File: src/rtl/els_map.svh
// constants for the endian lane steering block: lane masks, codes, resets
// assumes a 32-bit bus of four byte lanes, lane n carrying bits 8n+7:8n
`ifndef ELS_MAP_SVH
`define ELS_MAP_SVH

// byte-order select value that means little endian
`define ELS_ORDER_LE 1'b1
// byte enables of a full word, a low half and byte lane 0
`define ELS_BE_WORD 4'hf
`define ELS_BE_HALF 4'h3
`define ELS_BE_BYTE 4'h1
// reset value of every data holding flop
`define ELS_DATA_RST 32'h0000_0000
`define ELS_ADDR_RST 30'h0000_0000
`define ELS_BE_RST 4'h0

`endif

File: src/rtl/els_pkg.sv
// types shared by the endian lane steering block
// assumes the constant header els_map.svh carries the numbers
package els_pkg;

    // width of a core access
    typedef enum logic [1:0] {
        ELS_SZ_BYTE = 2'h0,
        ELS_SZ_HALF = 2'h1,
        ELS_SZ_WORD = 2'h2
    } els_size_t;

    // request sequencer, one-hot
    typedef enum logic [1:0] {
        ELS_ST_IDLE = 2'b01,
        ELS_ST_BUS = 2'b10
    } els_state_t;

    // all state of the steering module except its two reset release flops
    typedef struct packed {
        els_state_t st;
        logic bus_req;
        logic bus_we;
        logic [29:0] bus_addr;
        logic [3:0] bus_be;
        logic [31:0] bus_wdata;
        logic core_ack;
        logic core_err;
        logic [31:0] core_rdata;
        logic [1:0] sz;
        logic [1:0] off;
        logic le_mode;
    } els_regs_t;

endpackage

File: src/rtl/els_byte_rev.sv
// byte order reverser for one 32-bit word
// assumes the caller decides when reversal applies; pure combinational
`timescale 1ns/1ps
`default_nettype none

module els_byte_rev (
    input wire logic [31:0] din,
    input wire logic swap_en,
    output logic [31:0] dout
);
    assign dout = swap_en ? {din[7:0], din[15:8], din[23:16], din[31:24]}
                          : din;
endmodule

`default_nettype wire

File: src/rtl/els_steer.sv
// endian lane steering between the core load/store path and the bus
// assumes the bus holds bus_ack low until it has taken a request, and
// that byte_order_select comes from the processor status word
//
// Functional notes
// - host bus always little endian lanes
// - big endian: base address is MSB
// - little endian: base address is LSB
// - conversion is pure four-byte reversal
// - little endian word passes unchanged
// - little endian halves use lanes 1:0, 3:2
// - byte at offset n uses lane n
// - base byte read: 0x04 big, 0x07 little
// - select bit one means little endian
// - swap in cache path, lanes never swapped
`timescale 1ns/1ps
`default_nettype none
`include "els_map.svh"

module els_steer (
    input wire logic core_clk,
    input wire logic resetn,
    input wire logic byte_order_select,
    input wire logic core_req,
    input wire logic core_we,
    input wire els_pkg::els_size_t core_size,
    input wire logic [31:0] core_addr,
    input wire logic [31:0] core_wdata,
    output logic core_ack,
    output logic core_err,
    output logic [31:0] core_rdata,
    output logic bus_req,
    output logic bus_we,
    output logic [29:0] bus_addr,
    output logic [3:0] bus_be,
    output logic [31:0] bus_wdata,
    input wire logic bus_ack,
    input wire logic [31:0] bus_rdata
);
    import els_pkg::*;

    // lanes an access touches; used by the request and the checks
    function automatic logic [3:0] lane_mask(els_size_t sz, logic [1:0] off);
        logic [3:0] m;
        m = `ELS_BE_BYTE << off;
        if (sz == ELS_SZ_WORD) begin
            m = `ELS_BE_WORD;
        end else if (sz == ELS_SZ_HALF) begin
            m = off[1] ? (`ELS_BE_HALF << 2) : `ELS_BE_HALF;
        end
        return m;
    endfunction

    // byte carried on lane n of a bus word
    function automatic logic [7:0] lane_byte(logic [31:0] w, logic [1:0] n);
        logic [7:0] b;
        b = w[8*n +: 8];
        return b;
    endfunction

    // misaligned halves and words are refused rather than split
    function automatic logic misaligned(els_size_t sz, logic [1:0] off);
        logic bad;
        bad = 1'b0;
        if (sz == ELS_SZ_WORD) begin
            bad = (off != 2'h0);
        end else if (sz == ELS_SZ_HALF) begin
            bad = off[0];
        end
        return bad;
    endfunction

    // reset release through two flops
    logic rst_meta_reg;
    logic rst_n_reg;
    always_ff @(posedge core_clk or negedge resetn) begin
        if (!resetn) begin
            rst_meta_reg <= 1'b0;
            rst_n_reg <= 1'b0;
        end else begin
            rst_meta_reg <= 1'b1;
            rst_n_reg <= rst_meta_reg;
        end
    end

    els_regs_t s_reg; // all block state but the reset release flops
    els_regs_t s_next; // its next value
    logic [31:0] wr_conv; // store data after optional reversal
    logic [31:0] rd_conv; // load data after optional reversal
    logic big_now; // big endian for the access being offered
    logic take; // request accepted this cycle

    assign big_now = (byte_order_select != `ELS_ORDER_LE);

    els_byte_rev u_wr_rev (
        .din(core_wdata),
        .swap_en(big_now),
        .dout(wr_conv)
    );

    // load side uses the mode latched with the request
    els_byte_rev u_rd_rev (
        .din(bus_rdata),
        .swap_en(!s_reg.le_mode),
        .dout(rd_conv)
    );

    assign take = (s_reg.st == ELS_ST_IDLE) && core_req
                  && !misaligned(core_size, core_addr[1:0]);

    // sequencer and steering
    always_comb begin
        s_next = s_reg;
        s_next.core_ack = 1'b0;
        s_next.core_err = 1'b0;
        unique case (s_reg.st)
            ELS_ST_IDLE: begin
                if (core_req && !take) begin
                    // refused: answer with error, no bus cycle
                    s_next.core_ack = 1'b1;
                    s_next.core_err = 1'b1;
                end else if (take) begin
                    s_next.st = ELS_ST_BUS;
                    s_next.bus_req = 1'b1;
                    s_next.bus_we = core_we;
                    s_next.sz = core_size;
                    s_next.off = core_addr[1:0];
                    s_next.le_mode = byte_order_select;
                    s_next.bus_addr = core_addr[31:2];
                    s_next.bus_be = core_we
                        ? lane_mask(core_size, core_addr[1:0])
                        : `ELS_BE_WORD;
                    unique case (core_size)
                        // word as is; swap when big
                        ELS_SZ_WORD: s_next.bus_wdata = wr_conv;
                        ELS_SZ_HALF: s_next.bus_wdata = big_now
                            ? {2{wr_conv[31:16]}}
                            : {2{core_wdata[15:0]}};
                        ELS_SZ_BYTE: s_next.bus_wdata = {4{core_wdata[7:0]}};
                        default: s_next.bus_wdata = core_wdata;
                    endcase
                end
            end
            ELS_ST_BUS: begin
                if (bus_ack) begin
                    s_next.st = ELS_ST_IDLE;
                    s_next.bus_req = 1'b0;
                    s_next.core_ack = 1'b1;
                    if (!s_reg.bus_we) begin
                        unique case (s_reg.sz)
                            ELS_SZ_WORD: s_next.core_rdata = rd_conv;
                            ELS_SZ_HALF: s_next.core_rdata = {16'h0000,
                                s_reg.le_mode
                                ? bus_rdata[16*s_reg.off[1] +: 16]
                                : rd_conv[16*(!s_reg.off[1]) +: 16]};
                            ELS_SZ_BYTE: s_next.core_rdata = {24'h000000,
                                lane_byte(bus_rdata, s_reg.off)};
                            default: s_next.core_rdata = bus_rdata;
                        endcase
                    end
                end
            end
            default: begin
                // illegal one-hot code: recover to idle
                s_next.st = ELS_ST_IDLE;
                s_next.bus_req = 1'b0;
            end
        endcase
    end

    // state register
    always_ff @(posedge core_clk or negedge rst_n_reg) begin
        if (!rst_n_reg) begin
            s_reg.st <= ELS_ST_IDLE;
            s_reg.bus_req <= 1'b0;
            s_reg.bus_we <= 1'b0;
            s_reg.bus_addr <= `ELS_ADDR_RST;
            s_reg.bus_be <= `ELS_BE_RST;
            s_reg.bus_wdata <= `ELS_DATA_RST;
            s_reg.core_ack <= 1'b0;
            s_reg.core_err <= 1'b0;
            s_reg.core_rdata <= `ELS_DATA_RST;
            s_reg.sz <= ELS_SZ_WORD;
            s_reg.off <= 2'h0;
            s_reg.le_mode <= `ELS_ORDER_LE;
        end else begin
            s_reg <= s_next;
        end
    end

    // outputs straight from flops
    assign core_ack = s_reg.core_ack;
    assign core_err = s_reg.core_err;
    assign core_rdata = s_reg.core_rdata;
    assign bus_req = s_reg.bus_req;
    assign bus_we = s_reg.bus_we;
    assign bus_addr = s_reg.bus_addr;
    assign bus_be = s_reg.bus_be;
    assign bus_wdata = s_reg.bus_wdata;
endmodule

`default_nettype wire
File: config.mk
export PLATFORM = sky130hd
export DESIGN_NAME = els_steer
export DESIGN_NICKNAME = d
export VERILOG_FILES = /design/src/rtl/els_pkg.sv /design/src/rtl/els_byte_rev.sv /design/src/rtl/els_steer.sv
export VERILOG_INCLUDE_DIRS = /design/src /design/src/rtl
export SDC_FILE = /design/constraint.sdc
export NUM_CORES = 1
export LEC_CHECK = 0
export BUFFER_PORTS_ARGS = -buffer_cell sky130_fd_sc_hd__buf_2
export CORE_MARGIN = 2
export CORE_UTILIZATION = 49
export DETAILED_ROUTE_END_ITERATION = 10
export GPL_TIMING_DRIVEN = 0
export PLACE_DENSITY = 0.78
export SLEW_MARGIN = 5
export SYNTH_ARGS = -nofsm -noshare
export SYNTH_HDL_FRONTEND = slang
export SYNTH_HIERARCHICAL = 1
export SYNTH_SLANG_ARGS = --single-unit
File: constraint.sdc
create_clock -name core_clk -period 3.5 [get_ports core_clk]
set_input_delay 0.175 -clock core_clk [delete_from_list [all_inputs] [get_ports core_clk]]
set_output_delay 0.175 -clock core_clk [all_outputs]
set_load 0.05 [all_outputs]
==> metrics.md <==
| Metric | Value |
|---|---|
| Sw frac | `between 40% and 50%` |
| Pint | `roughly 0.0046 W` |
| Psw | `0.00455 W` |
| Latest clock arrival within the worst-skew pair | `roughly 350 ps` |
| Met3 GRT Util | `~4.6%` |
| Final WS setup | `1040 ps` |
| Status | `finished, final reports clean` |
| Die Width | `about 130 microns` |
| Synth cell count leaders | `nand2_1 (145), dfrtp_1 (107), buf_4 (101)` |
| Reg clk slew, reported paths | `approximately 80 ps` |
| Wire length of the first global-routing pass | `between 30,000 and 40,000 microns` |
| Gr busiest metal | `met2` |
| H-tree level count | `3` |
| Final clock skew | `about 8.4 ps` |
| CP startpoint kind | `flip-flop` |
| Number of distinct library cells after synthesis | `51` |
| Critical path fanouts, max | `10` |
| Sequential power share | `roughly 24%` |
| Slew @ Worst Pin | `about 850 ps` |
| Power share of the clock group | `12.1%` |
| Multi-input logic area | `0.00403 sq mm` |
| Critical path type | `flip-flop to flip-flop` |
| Synth Instances | `a little over 800` |
| Final period utilization | `70.2%` |
| ANT nets after route | `0` |
| Post-synth EDFFs | `0` |
| Layout Nets | `~1,200` |
| Final Instance Area | `just under 0.01 sq mm` |
| Async set or reset register ratio after synthesis | `100%` |
| Endpoints failing hold | `0` |
| I/O Pins | `roughly 210` |
| Pre-CTS WS | `between 1000 and 1500 ps` |
| Leak pwr | `between 5 and 6 nW` |
| Grt total ovfl | `0` |
| Worst r2r src | `s_reg[107]` |
| Pin count of the biggest net entering global routing | `56` |
| Net Count, Synth | `~930` |
| Post-Synthesis Cell Area | `just under 0.008 sq mm` |
| Die area | `about 0.017 sq mm` |
| VDD IR max | `0.000797 V` |
| Syn_area_per_cell | `9.64 sq um` |
| Vias in the first global route | `roughly 6,600` |
| Synth Flop Type | `dfrtp_1` |
| Total wire length | `about 22,000 microns` |
| Fin. max-slew vios | `0` |
| Share of layout cells above drive strength 1 | `a little over two fifths` |
| Core area | `0.0159 sq mm` |
| Tot GR Track Use | `about a quarter` |
| Area grow syn2layout | `21.8%` |
| Synth area leader | `dfrtp_1` |
| Vias | `slightly below 7,000` |
| Placed cell area | `approximately 0.0093 sq mm` |
| Logic pwr share | `a little under two thirds` |
| Max Buffers Root-to-Sink | `2` |
| Met2 usage | `between 40% and 50%` |
| Flops & latches, synth | `110` |
| CP Launch Point | `s_reg[107]` |
| Hold_ws | `a little under 9 ps` |
| Core Rows | `46` |
| TritonCTS clock tree | `done` |
| Crit end category | `flip-flop` |
| RSZ-0062 raised after global routing | `no` |
| Fin crit period | `about 2500 ps` |
| Register area share after synthesis | `approximately a third` |
| Drt pass-1 iters | `5` |
| Initial antenna violation count | `2` |
| Fmax | `407 MHz` |
| # setup viols final | `0` |
| Sinks on Clock Net | `between 100 and 150` |
| Die height | `between 100 and 150 microns` |
| Total power | `0.00914 W` |
| HP Class | `primary input to flip-flop` |
| Top flop regs | `bus_wdata x32, core_rdata x32, bus_addr x30` |
| Req. time, crit path | `approximately 3800 ps` |
| Num CTS Buffers | `9` |
| Power density over cell area | `943 mW/mm^2` |
| Register area | `0.00276 sq mm` |
| Rel. slew slack | `about 44%` |
| CP arrival | `approximately 2700 ps` |
| Count leader, synth | `nand2_1` |
| Gpl congestion | `0.919` |
| Vias per Instance | `around 5.4` |
| Worst r2r path cells | `7` |
| FF-to-FF End | `core_rdata[14]` |
| Dpl cells | `about 1,200` |
| Port buffer count | `between 200 and 250` |
| Fill cells | `roughly 1,400` |
| Critical Path End | `core_rdata[14]` |
| Yosys warning count | `6` |
| Reg2Reg Setup Slack | `between 1000 and 1500 ps` |
| Initial core utilization | `between 50% and 60%` |
| Dpl hpwl | `16,500 microns` |
| DRT iter0 DRCs | `approximately 470` |
| Top area cells in the synthesized netlist | `dfrtp_1 (34%), mux2_4 (11%), buf_4 (9.5%)` |
| Proportion of netlist area held by the largest area contributor | `between 30% and 40%` |
| Routing usage on met1 | `around a third` |
| Finished Layout Cells | `1,273` |
| CTS root buf | `clkbuf_16` |
| WL/cell | `roughly 17 microns` |
| Max cap viols | `0` |
| # DRC | `0` |
## routing by layer
layer,share of wire (%),up-vias
met5,0,-
met1,44,3245
met2,48,281
met4,2.3,0
li1,-,3272
met3,6.2,47
## metrics by stage
stage | TNS [ps] | util, %
after detailed placement | 0 | 58.4
after global routing | 0 | 61.0
after floorplan | 0 | -
after global placement | -119560 | 58.2
after CTS | 0 | 61.0
final | 0 | 61.0
## cell families (layout without fill, tap and decap cells)
logic type      count (synthesis)  after routing  synth area share, %
mux                           153            153                 23.5
other cells                     1              3               0.0471
compound gates                195            195                 16.2
flops                         110            110                 34.6
simple gates                  198            198                 10.6
fa+ha+maj                       2              2                0.314
buf+inv                       166            395                 14.7
xor+xnor                        1              1                0.110
## worst min path at each step
| stage | from | slack [ps] | endpoint | depth (start not counted) |
|---|---|---|---|---|
| floorplan | resetn | -120 | rst_meta_reg | 0 |
| global placement | resetn | -40 | rst_meta_reg | 1 |
| detailed placement | resetn | -40 | rst_meta_reg | 1 |
| CTS | core_addr[4] | 0.2 | bus_addr[2] | 3 |
| global route | core_addr[13] | 3 | bus_addr[11] | 3 |
| finish | core_addr[4] | 9 | bus_addr[2] | 3 |
## power groups by stage
stage                     Sequential (W)  Combinational, W  Clock [W]
after floorplan                  0.00222           0.00461          0
after global placement           0.00224           0.00569          0
after detailed placement         0.00225           0.00576          0
after CTS                        0.00223           0.00579    0.00112
after global routing             0.00231           0.00611    0.00118
final                            0.00223           0.00581    0.00111
## repair_timing
| action | in CTS | in global routing |
|---|---|---|
| buffers inserted | 0 | 0 |
| resized for setup | 0 | 0 |
| hold buffers | 10 | 0 |
| hold endpoints to repair | 11 | 0 |
## area by class of cell
type | count | share of cell area (%)
Inverter | 6 | 0.232
Antenna cell | 2 | 0.0516
Timing Repair Buffer | 213 | 11.7
Clock inverter | 5 | 0.839
Multi-Input combinational cell | 550 | 41.6
Tap cell | 216 | 2.79
Buffer | 160 | 11.8
Sequential cell | 110 | 28.5
Clock buffer | 11 | 2.40
## cell usage in the layout, fill, tap and decap left out, types with 7 or more instances in the layout
cell type and count:
a22o_1 8, a211oi_1 16, nand2_1 145, mux2i_1 65, o22a_1 7, a21oi_1 33
o21ai_0 57, clkbuf_1 27, buf_2 220, nor2_1 19, dfrtp_1 106, a21o_1 16
mux2_2 26, o22ai_1 11, or3_1 8, mux2_4 60, dlygate4sd3_1 10, nor2b_1 7
buf_4 101, o2bb2ai_1 8, o31ai_1 16, clkbuf_16 9
## worst max-delay path: stages (launching register included)
cell	delay (ps)
dfstp_2	540
inv_1	40
ha_1	210
nand3b_1	300
clkbuf_1	440
clkbuf_1	540
a221oi_1	110
a31oi_1	200
(Power assumes the default switching activity.)
